[config.mk]
export PLATFORM = sky130hd
export DESIGN_NAME = pwm_output_pin_control
export DESIGN_NICKNAME = d
export VERILOG_FILES = /design/src/pwm_pin_pkg.sv /design/src/pwm_output_pin_control.sv /design/src/level_sync.sv /design/src/pin_stage.sv
export SDC_FILE = /design/constraint.sdc
export NUM_CORES = 1
export LEC_CHECK = 0
export ABC_AREA = 1
export ABC_CLOCK_PERIOD_IN_PS = 2200
export BUFFER_PORTS_ARGS = -buffer_cell sky130_fd_sc_hd__buf_4
export CAP_MARGIN = 40
export CORE_ASPECT_RATIO = 1.2
export CORE_MARGIN = 10
export CORE_UTILIZATION = 50
export CTS_BUF_LIST = sky130_fd_sc_hd__clkbuf_4 sky130_fd_sc_hd__clkbuf_8
export DETAILED_ROUTE_END_ITERATION = 7
export HOLD_SLACK_MARGIN = 0.08
export PLACE_DENSITY = 0.83
export SYNTH_ARGS = -nofsm -noshare
export SYNTH_HDL_FRONTEND = slang
export SYNTH_HIERARCHICAL = 1
export SYNTH_SLANG_ARGS = --single-unit
export TNS_END_PERCENT = 10
[constraint.sdc]
create_clock -name aclk -period 2.2 [get_ports aclk]
set_clock_uncertainty 0.2 [all_clocks]
set_input_delay 0.11 -clock aclk [delete_from_list [all_inputs] [get_ports aclk]]
set_output_delay 0.11 -clock aclk [all_outputs]
set_load 0.01 [all_outputs]
[src/pwm_pin_pkg.sv]
package pwm_pin_pkg;

	// ------------------------------------------------------------
	// Register map
	// ------------------------------------------------------------
	localparam int          ADDR_W            = 8;
	localparam logic [7:0]  OUT_CTRL_OFFSET   = 8'h00;
	localparam logic [7:0]  FAULT_CTRL_OFFSET = 8'h04;
	localparam logic [7:0]  STATUS_OFFSET     = 8'h08;

	// ------------------------------------------------------------
	// Output control field positions
	// ------------------------------------------------------------
	localparam int HIGH_OWNER_BIT    = 15;
	localparam int LOW_OWNER_BIT     = 14;
	localparam int HIGH_INVERT_BIT   = 13;
	localparam int LOW_INVERT_BIT    = 12;
	localparam int MODE_HI_BIT       = 11;
	localparam int MODE_LO_BIT       = 10;
	localparam int LOW_OVR_EN_BIT    = 9;
	localparam int HIGH_OVR_EN_BIT   = 8;
	localparam int OVR_DATA_HI_BIT   = 7;
	localparam int OVR_DATA_LO_BIT   = 6;
	localparam int FAULT_LEVEL_HI_BIT = 5;
	localparam int FAULT_LEVEL_LO_BIT = 4;
	localparam logic [15:0] OUT_CTRL_IMPL_MASK = 16'hFFF0;
	localparam logic [15:0] OUT_CTRL_RESET     = 16'h0000;

	// ------------------------------------------------------------
	// Fault control and status fields
	// ------------------------------------------------------------
	localparam logic [1:0] FAULT_CTRL_RESET = 2'h3;
	localparam int STAT_HIGH_PIN_BIT  = 0;
	localparam int STAT_LOW_PIN_BIT   = 1;
	localparam int STAT_FAULT_IN_BIT  = 2;
	localparam int STAT_FAULT_LAT_BIT = 3;
	localparam int STAT_PP_PHASE_BIT  = 4;

	// ------------------------------------------------------------
	// Bus answers
	// ------------------------------------------------------------
	localparam logic [1:0] RESP_OKAY   = 2'h0;
	localparam logic [1:0] RESP_SLVERR = 2'h2;

	typedef enum logic [1:0] {
		MODE_COMPLEMENTARY = 2'h0,
		MODE_REDUNDANT     = 2'h1,
		MODE_PUSH_PULL     = 2'h2,
		MODE_INDEPENDENT   = 2'h3
	} pair_mode_t;

	typedef enum logic [1:0] {
		FAULT_LATCHED  = 2'h0,
		FAULT_CYCLE    = 2'h1,
		FAULT_CYCLE_B  = 2'h2,
		FAULT_DISABLED = 2'h3
	} fault_sel_t;

endpackage : pwm_pin_pkg

[src/pwm_output_pin_control.sv]
// The AXI4-Lite register port and the register offsets were chosen for this implementation.
module pwm_output_pin_control
	import pwm_pin_pkg::*;
(
	input  wire logic              aclk,
	input  wire logic              aresetn,
	// AXI4-Lite write address
	input  wire logic [ADDR_W-1:0] s_axi_awaddr,
	input  wire logic [2:0]        s_axi_awprot,
	input  wire logic              s_axi_awvalid,
	output logic                   s_axi_awready,
	// AXI4-Lite write data
	input  wire logic [31:0]       s_axi_wdata,
	input  wire logic [3:0]        s_axi_wstrb,
	input  wire logic              s_axi_wvalid,
	output logic                   s_axi_wready,
	// AXI4-Lite write response
	output logic [1:0]             s_axi_bresp,
	output logic                   s_axi_bvalid,
	input  wire logic              s_axi_bready,
	// AXI4-Lite read address
	input  wire logic [ADDR_W-1:0] s_axi_araddr,
	input  wire logic [2:0]        s_axi_arprot,
	input  wire logic              s_axi_arvalid,
	output logic                   s_axi_arready,
	// AXI4-Lite read data
	output logic [31:0]            s_axi_rdata,
	output logic [1:0]             s_axi_rresp,
	output logic                   s_axi_rvalid,
	input  wire logic              s_axi_rready,
	// Generator side
	input  wire logic              gen_high_wave,
	input  wire logic              gen_low_wave,
	input  wire logic              gen_period_start,
	// GPIO side
	input  wire logic              gpio_high_level,
	input  wire logic              gpio_low_level,
	// Fault pin, asynchronous
	input  wire logic              fault_in,
	// Pins and ownership
	output logic                   high_side_out_pin,
	output logic                   low_side_out_pin,
	output logic                   high_pin_owner_sel,
	output logic                   low_pin_owner_sel
);

	// ------------------------------------------------------------
	// Declarations
	// ------------------------------------------------------------
	logic [15:0]       out_ctrl_q;
	logic [1:0]        fault_sel_q;
	logic              fault_latched_q;
	logic              pp_phase_q;

	logic              aw_held_q;
	logic [ADDR_W-1:0] aw_addr_q;
	logic              w_held_q;
	logic [31:0]       w_data_q;
	logic [3:0]        w_strb_q;
	logic              bvalid_q;
	logic [1:0]        bresp_q;
	logic              rvalid_q;
	logic [31:0]       rdata_q;
	logic [1:0]        rresp_q;

	logic              do_write;
	logic [2:0]        wr_sel;
	logic [2:0]        rd_sel;
	logic [31:0]       rd_word;
	logic              fault_sync;
	logic              fault_force;
	logic              wave_hi;
	logic              wave_lo;
	pair_mode_t        mode;
	fault_sel_t        fsel;

	// ------------------------------------------------------------
	// Address decode
	// ------------------------------------------------------------
	// One-hot: bit 0 control, bit 1 fault control, bit 2 status;
	// all zero means unmapped. Shared by write and read paths.
	function automatic logic [2:0] reg_sel(input logic [ADDR_W-1:0] a);
		logic [2:0] s;
		s = 3'h0;
		if (a == OUT_CTRL_OFFSET) begin
			s = 3'h1;
		end else if (a == FAULT_CTRL_OFFSET) begin
			s = 3'h2;
		end else if (a == STATUS_OFFSET) begin
			s = 3'h4;
		end else begin
			s = 3'h0;
		end
		return s;
	endfunction : reg_sel

	// Byte-lane merge of a 16-bit register
	function automatic logic [15:0] merge16(
		input logic [15:0] old,
		input logic [31:0] data,
		input logic [3:0]  strb
	);
		logic [15:0] r;
		r = old;
		if (strb[0]) begin
			r[7:0] = data[7:0];
		end
		if (strb[1]) begin
			r[15:8] = data[15:8];
		end
		return r;
	endfunction : merge16

	// ------------------------------------------------------------
	// Write channel handshakes
	// ------------------------------------------------------------
	// Address and data are caught independently, in either order;
	// nothing new is taken while a response waits
	assign s_axi_awready = !aw_held_q && !bvalid_q;
	assign s_axi_wready  = !w_held_q && !bvalid_q;
	assign do_write      = aw_held_q && w_held_q && !bvalid_q;
	assign wr_sel        = reg_sel(aw_addr_q);

	always_ff @(posedge aclk) begin
		if (!aresetn) begin
			aw_held_q <= 1'b0;
			aw_addr_q <= '0;
		end else if (s_axi_awvalid && s_axi_awready) begin
			aw_held_q <= 1'b1;
			aw_addr_q <= s_axi_awaddr;
		end else if (do_write) begin
			aw_held_q <= 1'b0;
		end
	end

	always_ff @(posedge aclk) begin
		if (!aresetn) begin
			w_held_q <= 1'b0;
			w_data_q <= '0;
			w_strb_q <= '0;
		end else if (s_axi_wvalid && s_axi_wready) begin
			w_held_q <= 1'b1;
			w_data_q <= s_axi_wdata;
			w_strb_q <= s_axi_wstrb;
		end else if (do_write) begin
			w_held_q <= 1'b0;
		end
	end

	// Response one cycle after both halves are held
	always_ff @(posedge aclk) begin
		if (!aresetn) begin
			bvalid_q <= 1'b0;
			bresp_q  <= RESP_OKAY;
		end else if (do_write) begin
			bvalid_q <= 1'b1;
			bresp_q  <= (wr_sel == 3'h0) ? RESP_SLVERR : RESP_OKAY;
		end else if (s_axi_bready) begin
			bvalid_q <= 1'b0;
		end
	end

	assign s_axi_bvalid = bvalid_q;
	assign s_axi_bresp  = bresp_q;

	// ------------------------------------------------------------
	// Control registers
	// ------------------------------------------------------------
	// Unimplemented bits are masked off on write so they always
	// read back as zero
	always_ff @(posedge aclk) begin
		if (!aresetn) begin
			out_ctrl_q <= OUT_CTRL_RESET;
		end else if (do_write && wr_sel[0]) begin
			out_ctrl_q <= merge16(out_ctrl_q, w_data_q, w_strb_q)
				& OUT_CTRL_IMPL_MASK;
		end
	end

	// Fault response defaults to disabled so reset never forces pins
	always_ff @(posedge aclk) begin
		if (!aresetn) begin
			fault_sel_q <= FAULT_CTRL_RESET;
		end else if (do_write && wr_sel[1] && w_strb_q[0]) begin
			fault_sel_q <= w_data_q[1:0];
		end
	end

	// ------------------------------------------------------------
	// Fault input and latch
	// ------------------------------------------------------------
	level_sync u_fault_sync (
		.aclk     (aclk),
		.aresetn  (aresetn),
		.async_in (fault_in),
		.sync_out (fault_sync)
	);

	assign fsel = fault_sel_t'(fault_sel_q);

	// Latched fault is cleared by writing one to its status bit;
	// a fault present in the same cycle with latched response selected keeps it set
	always_ff @(posedge aclk) begin
		if (!aresetn) begin
			fault_latched_q <= 1'b0;
		end else if (fault_sync && fsel == FAULT_LATCHED) begin
			fault_latched_q <= 1'b1;
		end else if (do_write && wr_sel[2] && w_strb_q[0]
				&& w_data_q[STAT_FAULT_LAT_BIT]) begin
			fault_latched_q <= 1'b0;
		end
	end

	// Cycle-by-cycle follows the pin; latched also holds after it
	always_comb begin
		case (fsel)
			FAULT_LATCHED:  fault_force = fault_sync || fault_latched_q;
			FAULT_CYCLE:    fault_force = fault_sync;
			FAULT_CYCLE_B:  fault_force = fault_sync;
			FAULT_DISABLED: fault_force = 1'b0;
			default:        fault_force = 1'b0;
		endcase
	end

	// ------------------------------------------------------------
	// Pin-pair mode
	// ------------------------------------------------------------
	assign mode = pair_mode_t'(out_ctrl_q[MODE_HI_BIT:MODE_LO_BIT]);

	// Push-pull phase flips on each period start; held at zero in
	// other modes so push-pull always begins on the high pin
	always_ff @(posedge aclk) begin
		if (!aresetn) begin
			pp_phase_q <= 1'b0;
		end else if (mode != MODE_PUSH_PULL) begin
			pp_phase_q <= 1'b0;
		end else if (gen_period_start) begin
			pp_phase_q <= !pp_phase_q;
		end
	end

	// Route the generator waveform according to the mode
	always_comb begin
		case (mode)
			MODE_COMPLEMENTARY: begin
				wave_hi = gen_high_wave;
				wave_lo = !gen_high_wave;
			end
			MODE_REDUNDANT: begin
				wave_hi = gen_high_wave;
				wave_lo = gen_high_wave;
			end
			MODE_PUSH_PULL: begin
				wave_hi = gen_high_wave && !pp_phase_q;
				wave_lo = gen_high_wave && pp_phase_q;
			end
			MODE_INDEPENDENT: begin
				wave_hi = gen_high_wave;
				wave_lo = gen_low_wave;
			end
			default: begin
				wave_hi = gen_high_wave;
				wave_lo = !gen_high_wave;
			end
		endcase
	end

	// ------------------------------------------------------------
	// Output stages
	// ------------------------------------------------------------
	pin_stage u_high_stage (
		.aclk           (aclk),
		.aresetn        (aresetn),
		.pwm_owner      (out_ctrl_q[HIGH_OWNER_BIT]),
		.invert         (out_ctrl_q[HIGH_INVERT_BIT]),
		.override_en    (out_ctrl_q[HIGH_OVR_EN_BIT]),
		.override_level (out_ctrl_q[OVR_DATA_HI_BIT]),
		.fault_force    (fault_force),
		.fault_level    (out_ctrl_q[FAULT_LEVEL_HI_BIT]),
		.wave           (wave_hi),
		.gpio_level     (gpio_high_level),
		.pin_q          (high_side_out_pin)
	);

	pin_stage u_low_stage (
		.aclk           (aclk),
		.aresetn        (aresetn),
		.pwm_owner      (out_ctrl_q[LOW_OWNER_BIT]),
		.invert         (out_ctrl_q[LOW_INVERT_BIT]),
		.override_en    (out_ctrl_q[LOW_OVR_EN_BIT]),
		.override_level (out_ctrl_q[OVR_DATA_LO_BIT]),
		.fault_force    (fault_force),
		.fault_level    (out_ctrl_q[FAULT_LEVEL_LO_BIT]),
		.wave           (wave_lo),
		.gpio_level     (gpio_low_level),
		.pin_q          (low_side_out_pin)
	);

	// Ownership told to the pad mux straight from the register
	assign high_pin_owner_sel = out_ctrl_q[HIGH_OWNER_BIT];
	assign low_pin_owner_sel  = out_ctrl_q[LOW_OWNER_BIT];

	// ------------------------------------------------------------
	// Read channel
	// ------------------------------------------------------------
	assign rd_sel        = reg_sel(s_axi_araddr);
	assign s_axi_arready = !rvalid_q;

	// Read word assembly; bits above each field read as zero
	always_comb begin
		rd_word = 32'h0000_0000;
		if (rd_sel[0]) begin
			rd_word[15:0] = out_ctrl_q;
		end else if (rd_sel[1]) begin
			rd_word[1:0] = fault_sel_q;
		end else if (rd_sel[2]) begin
			rd_word[STAT_HIGH_PIN_BIT]  = high_side_out_pin;
			rd_word[STAT_LOW_PIN_BIT]   = low_side_out_pin;
			rd_word[STAT_FAULT_IN_BIT]  = fault_sync;
			rd_word[STAT_FAULT_LAT_BIT] = fault_latched_q;
			rd_word[STAT_PP_PHASE_BIT]  = pp_phase_q;
		end
	end

	// Data captured at the address handshake and held until taken
	always_ff @(posedge aclk) begin
		if (!aresetn) begin
			rvalid_q <= 1'b0;
			rdata_q  <= 32'h0000_0000;
			rresp_q  <= RESP_OKAY;
		end else if (s_axi_arvalid && s_axi_arready) begin
			rvalid_q <= 1'b1;
			rdata_q  <= rd_word;
			rresp_q  <= (rd_sel == 3'h0) ? RESP_SLVERR : RESP_OKAY;
		end else if (s_axi_rready) begin
			rvalid_q <= 1'b0;
		end
	end

	assign s_axi_rvalid = rvalid_q;
	assign s_axi_rdata  = rdata_q;
	assign s_axi_rresp  = rresp_q;

endmodule : pwm_output_pin_control

[src/level_sync.sv]
module level_sync
	import pwm_pin_pkg::*;
(
	input  wire logic aclk,
	input  wire logic aresetn,
	input  wire logic async_in,
	output logic      sync_out
);

	logic meta_q;

	// ------------------------------------------------------------
	// Two-stage synchroniser
	// ------------------------------------------------------------
	// First stage is read only by the second stage
	always_ff @(posedge aclk) begin
		if (!aresetn) begin
			meta_q   <= 1'b0;
			sync_out <= 1'b0;
		end else begin
			meta_q   <= async_in;
			sync_out <= meta_q;
		end
	end

endmodule : level_sync

[src/pin_stage.sv]
module pin_stage
	import pwm_pin_pkg::*;
(
	input  wire logic aclk,
	input  wire logic aresetn,
	input  wire logic pwm_owner,
	input  wire logic invert,
	input  wire logic override_en,
	input  wire logic override_level,
	input  wire logic fault_force,
	input  wire logic fault_level,
	input  wire logic wave,
	input  wire logic gpio_level,
	output logic      pin_q
);

	logic active_lvl;
	logic pin_d;

	// ------------------------------------------------------------
	// Source priority: GPIO ownership, then fault, then override, then generator
	// ------------------------------------------------------------
	// Polarity acts last so override and fault data name the
	// asserted state, not the raw pin level
	always_comb begin
		if (fault_force) begin
			active_lvl = fault_level;
		end else if (override_en) begin
			active_lvl = override_level;
		end else begin
			active_lvl = wave;
		end
		if (pwm_owner) begin
			pin_d = active_lvl ^ invert;
		end else begin
			pin_d = gpio_level;
		end
	end

	// Registered pin so glitches of the mux never reach the driver
	always_ff @(posedge aclk) begin
		if (!aresetn) begin
			pin_q <= 1'b0;
		end else begin
			pin_q <= pin_d;
		end
	end

endmodule : pin_stage

==> summary.md <==
| Metric | Value |
|---|---|
| Status | complete, no violations |
| GRT Resource Usage Total | 20.6% |
| Switching Share | 28.2% |
| Die width | 90.5 um |
| Psw | 789 uW |
| Number of enable flip-flop cells after synthesis | 0 |
| Place WS | 479 ps |
| DRC Markers | 0 |
| WL per Instance | 16.8 um |
| Final count of negative-setup-slack endpoints | 0 |
| Synth warnings | 6 |
| Hpwl dp | 5340 um |
| Die Y | 105 um |
| R2R Setup Slk | 2 ps |
| Seq cells post-synth | 67 |
| Total congestion overflow | 0 |
| Area grow syn2layout | 48.2% |
| Routed wire length | 10,600 um |
| Port buffer count | 72 |
| Largest net degree at the start of global routing | 48 |
| Num Clock Sinks | 67 |
| Top FF cell, synth | dfxtp_1 |
| CTS tree | built |
| Hold crit path type | in -> reg |
| Die ar. | 9470 um^2 |
| Fraction of final layout cells sized beyond drive strength 1 | 19.4% |
| Max Root-Sink Buffers | 2 |
| First-pass GRT wire length | 16,100 um |
| Vias per cell | 5.33 |
| Routed wl met2 | 5280 um |
| Sequential Power Share | 46.9% |
| Starting Density | 52.0% |
| WP data arrival | 2250 ps |
| Initial drt markers | 310 |
| Sequential fraction of the synthesis area | 44.9% |
| GP Congestion | 0.818 |
| Fin. max-slew vios | 0 |
| Antenna diode count | 0 |
| Nets@finish | 620 |
| IR Drop Worst-Case VDD | 0.000518 V |
| Power per cell area | 632 nW/um^2 |
| Synth Area per Inst | 7.39 um^2 |
| Period utilization | 99.9% |
| Clock transition at path regs | 70 ps |
| Worst skew pair latency | 360 ps |
| Fin crit period | 2200 ps |
| Slew HR | 55.2% |
| Routed via count | 3,367 |
| CP endpoint kind | register |
| Met3 wire length | 899 um |
| Top-Level Pins | 116 |
| CP startpoint kind | register |
| Synth Instances | 404 |
| Worst Max-Slew Pin Slew | 671 ps |
| Post-CTS setup buffers | 0 |
| Fin. Hold Viols | 0 |
| Clk pwr share | 35.3% |
| Core Util, Final | 77.0% |
| MaxCap Viol Count | 0 |
| Initial antenna violation count | 0 |
| F_max | 455 MHz |
| DR pass1 iterations | 8 |
| Leakage dissipation | 0.00198 uW |
| Mapped Area | 2990 um^2 |
| Clock root buffer | clkbuf_8 |
| CORE AREA | 5740 um^2 |
| # H-tree levels | 3 |
| Critical Path Fanout Max | 13 |
| P_int | 2010 uW |
| Netlist cell types | 29 |
| Setup CP Type | reg -> reg |
| Number of global-route vias before repair | 3,324 |
| Final ANT Viol Nets | 0 |
| CP required | 2250 ps |
| Comb pwr share | 17.8% |
| Number of buffers created by CTS | 9 |
| Final setup margin | 2.37 ps |
| Met1 WL | 3820 um |
| Std cell rows | 30 |
| Highest metal used | met4 |
| Async set-reset flop share out of synthesis | 0% |
[area by class of cell]
class	count	area, um^2
sequential	67	1340
multi-input combinational	277	1340
fill	372	1320
timing repair buffer	147	1290
clock buffer	14	174
inverter	45	169
tap	80	100
clock inverter	2	10.0
[cells in the mapped netlist (all sizes together), types with 2 or more instances]
library cell / n / area [um^2]
a21oi: 42 / 210
buf: 25 / 181
clkbuf: 7 / 26.3
dfxtp: 67 / 1340
ha: 2 / 25.0
inv: 45 / 169
nand2: 60 / 230
nand3: 38 / 218
nor2: 64 / 287
o211ai: 3 / 22.5
o21a: 3 / 22.5
o21ai: 40 / 200
or2: 2 / 12.5
[logic make-up (layout without fill, tap and decap cells)]
group | after synthesis | after routing | synth area share, %
and+or+nand+nor | 166 | 166 | 25.4
xor gates and xnor gates | 1 | 1 | 0.293
AOI/OAI and AO/OA | 90 | 90 | 15.8
buffers and inverters | 77 | 208 | 12.6
adders and majority gates | 2 | 2 | 0.838
DFF | 67 | 67 | 44.9
other | 1 | 18 | 0.126
[critical path: stages, from the launching register on]
cell	delay [ps]
dfxtp_1	370
nor2_2	190
nand2_2	210
buf_4	240
o21ai_0	210
dlygate4sd3_1	610
nor2_1	50
[per-layer routing]
metal | vias up | global-route usage (%)
li1 | 1555 | -
met4 | 0 | 11.3
met1 | 1551 | 20.0
met2 | 194 | 36.5
met5 | - | 0
met3 | 67 | 8.16
[per-stage QoR]
step | hold slack [ps] | TNS, ps | std cells | power [uW] | area (um^2)
global placement | 98.9 | 0 | 542 | 1640 | 3490
floorplan | 3.45 | 0 | 421 | 1560 | 3050
finish | 77.3 | 0 | 632 | 2800 | 4420
detailed placement | 99.1 | 0 | 542 | 1660 | 3490
CTS | 83.8 | 0 | 630 | 2700 | 4390
global route | 114 | -70.3 | 632 | 2870 | 4420
[repair_timing]
action                                  CTS  global route
hold buffers                             72             2
hold endpoints to repair                 63            11
gates resized for setup                   0             3
endpoints found under the setup margin    0            29
[cells in the final DEF (no fill, tap or decap), types with 4 or more instances in the layout]
master         count
conb_1            18
inv_1             42
nand2_1           56
nor2_1            57
a21oi_1           42
buf_4             73
dlygate4sd3_1     74
dfxtp_1           67
nor2_4             4
nand2_2            4
clkbuf_8          11
nand3_1           34
o21ai_0           37
[power groups by stage]
stage          logic (uW)  clock network [uW]  registers [uW]
2_1_floorplan         235                   0            1330
3_3_place_gp          316                   0            1330
3_5_place_dp          327                   0            1330
4_1_cts               438                 961            1300
5_1_grt               534                1020            1310
6_report              496                 987            1310
[flip-flops by register name, summed over array words and instances, names as in the netlist, 2 cells and up]
| name | count |
|---|---|
| aw_addr_q | 8 |
| w_data_q | 15 |
| out_ctrl_q | 12 |
| w_strb_q | 2 |
| fault_sel_q | 2 |
| s_axi_rdata | 16 |
[path summary, 6_finish.rpt]
path                        from                     to  depth (start not counted)
max                 s_axi_bvalid           w_data_q[10]                          6
min              s_axi_araddr[6]        s_axi_rdata[14]                          6
max reg2reg         s_axi_bvalid           w_data_q[10]                          6
min reg2reg  u_fault_sync/meta_q  u_fault_sync/sync_out                          2
No activity file was read; power rests on OpenSTA's default activity.
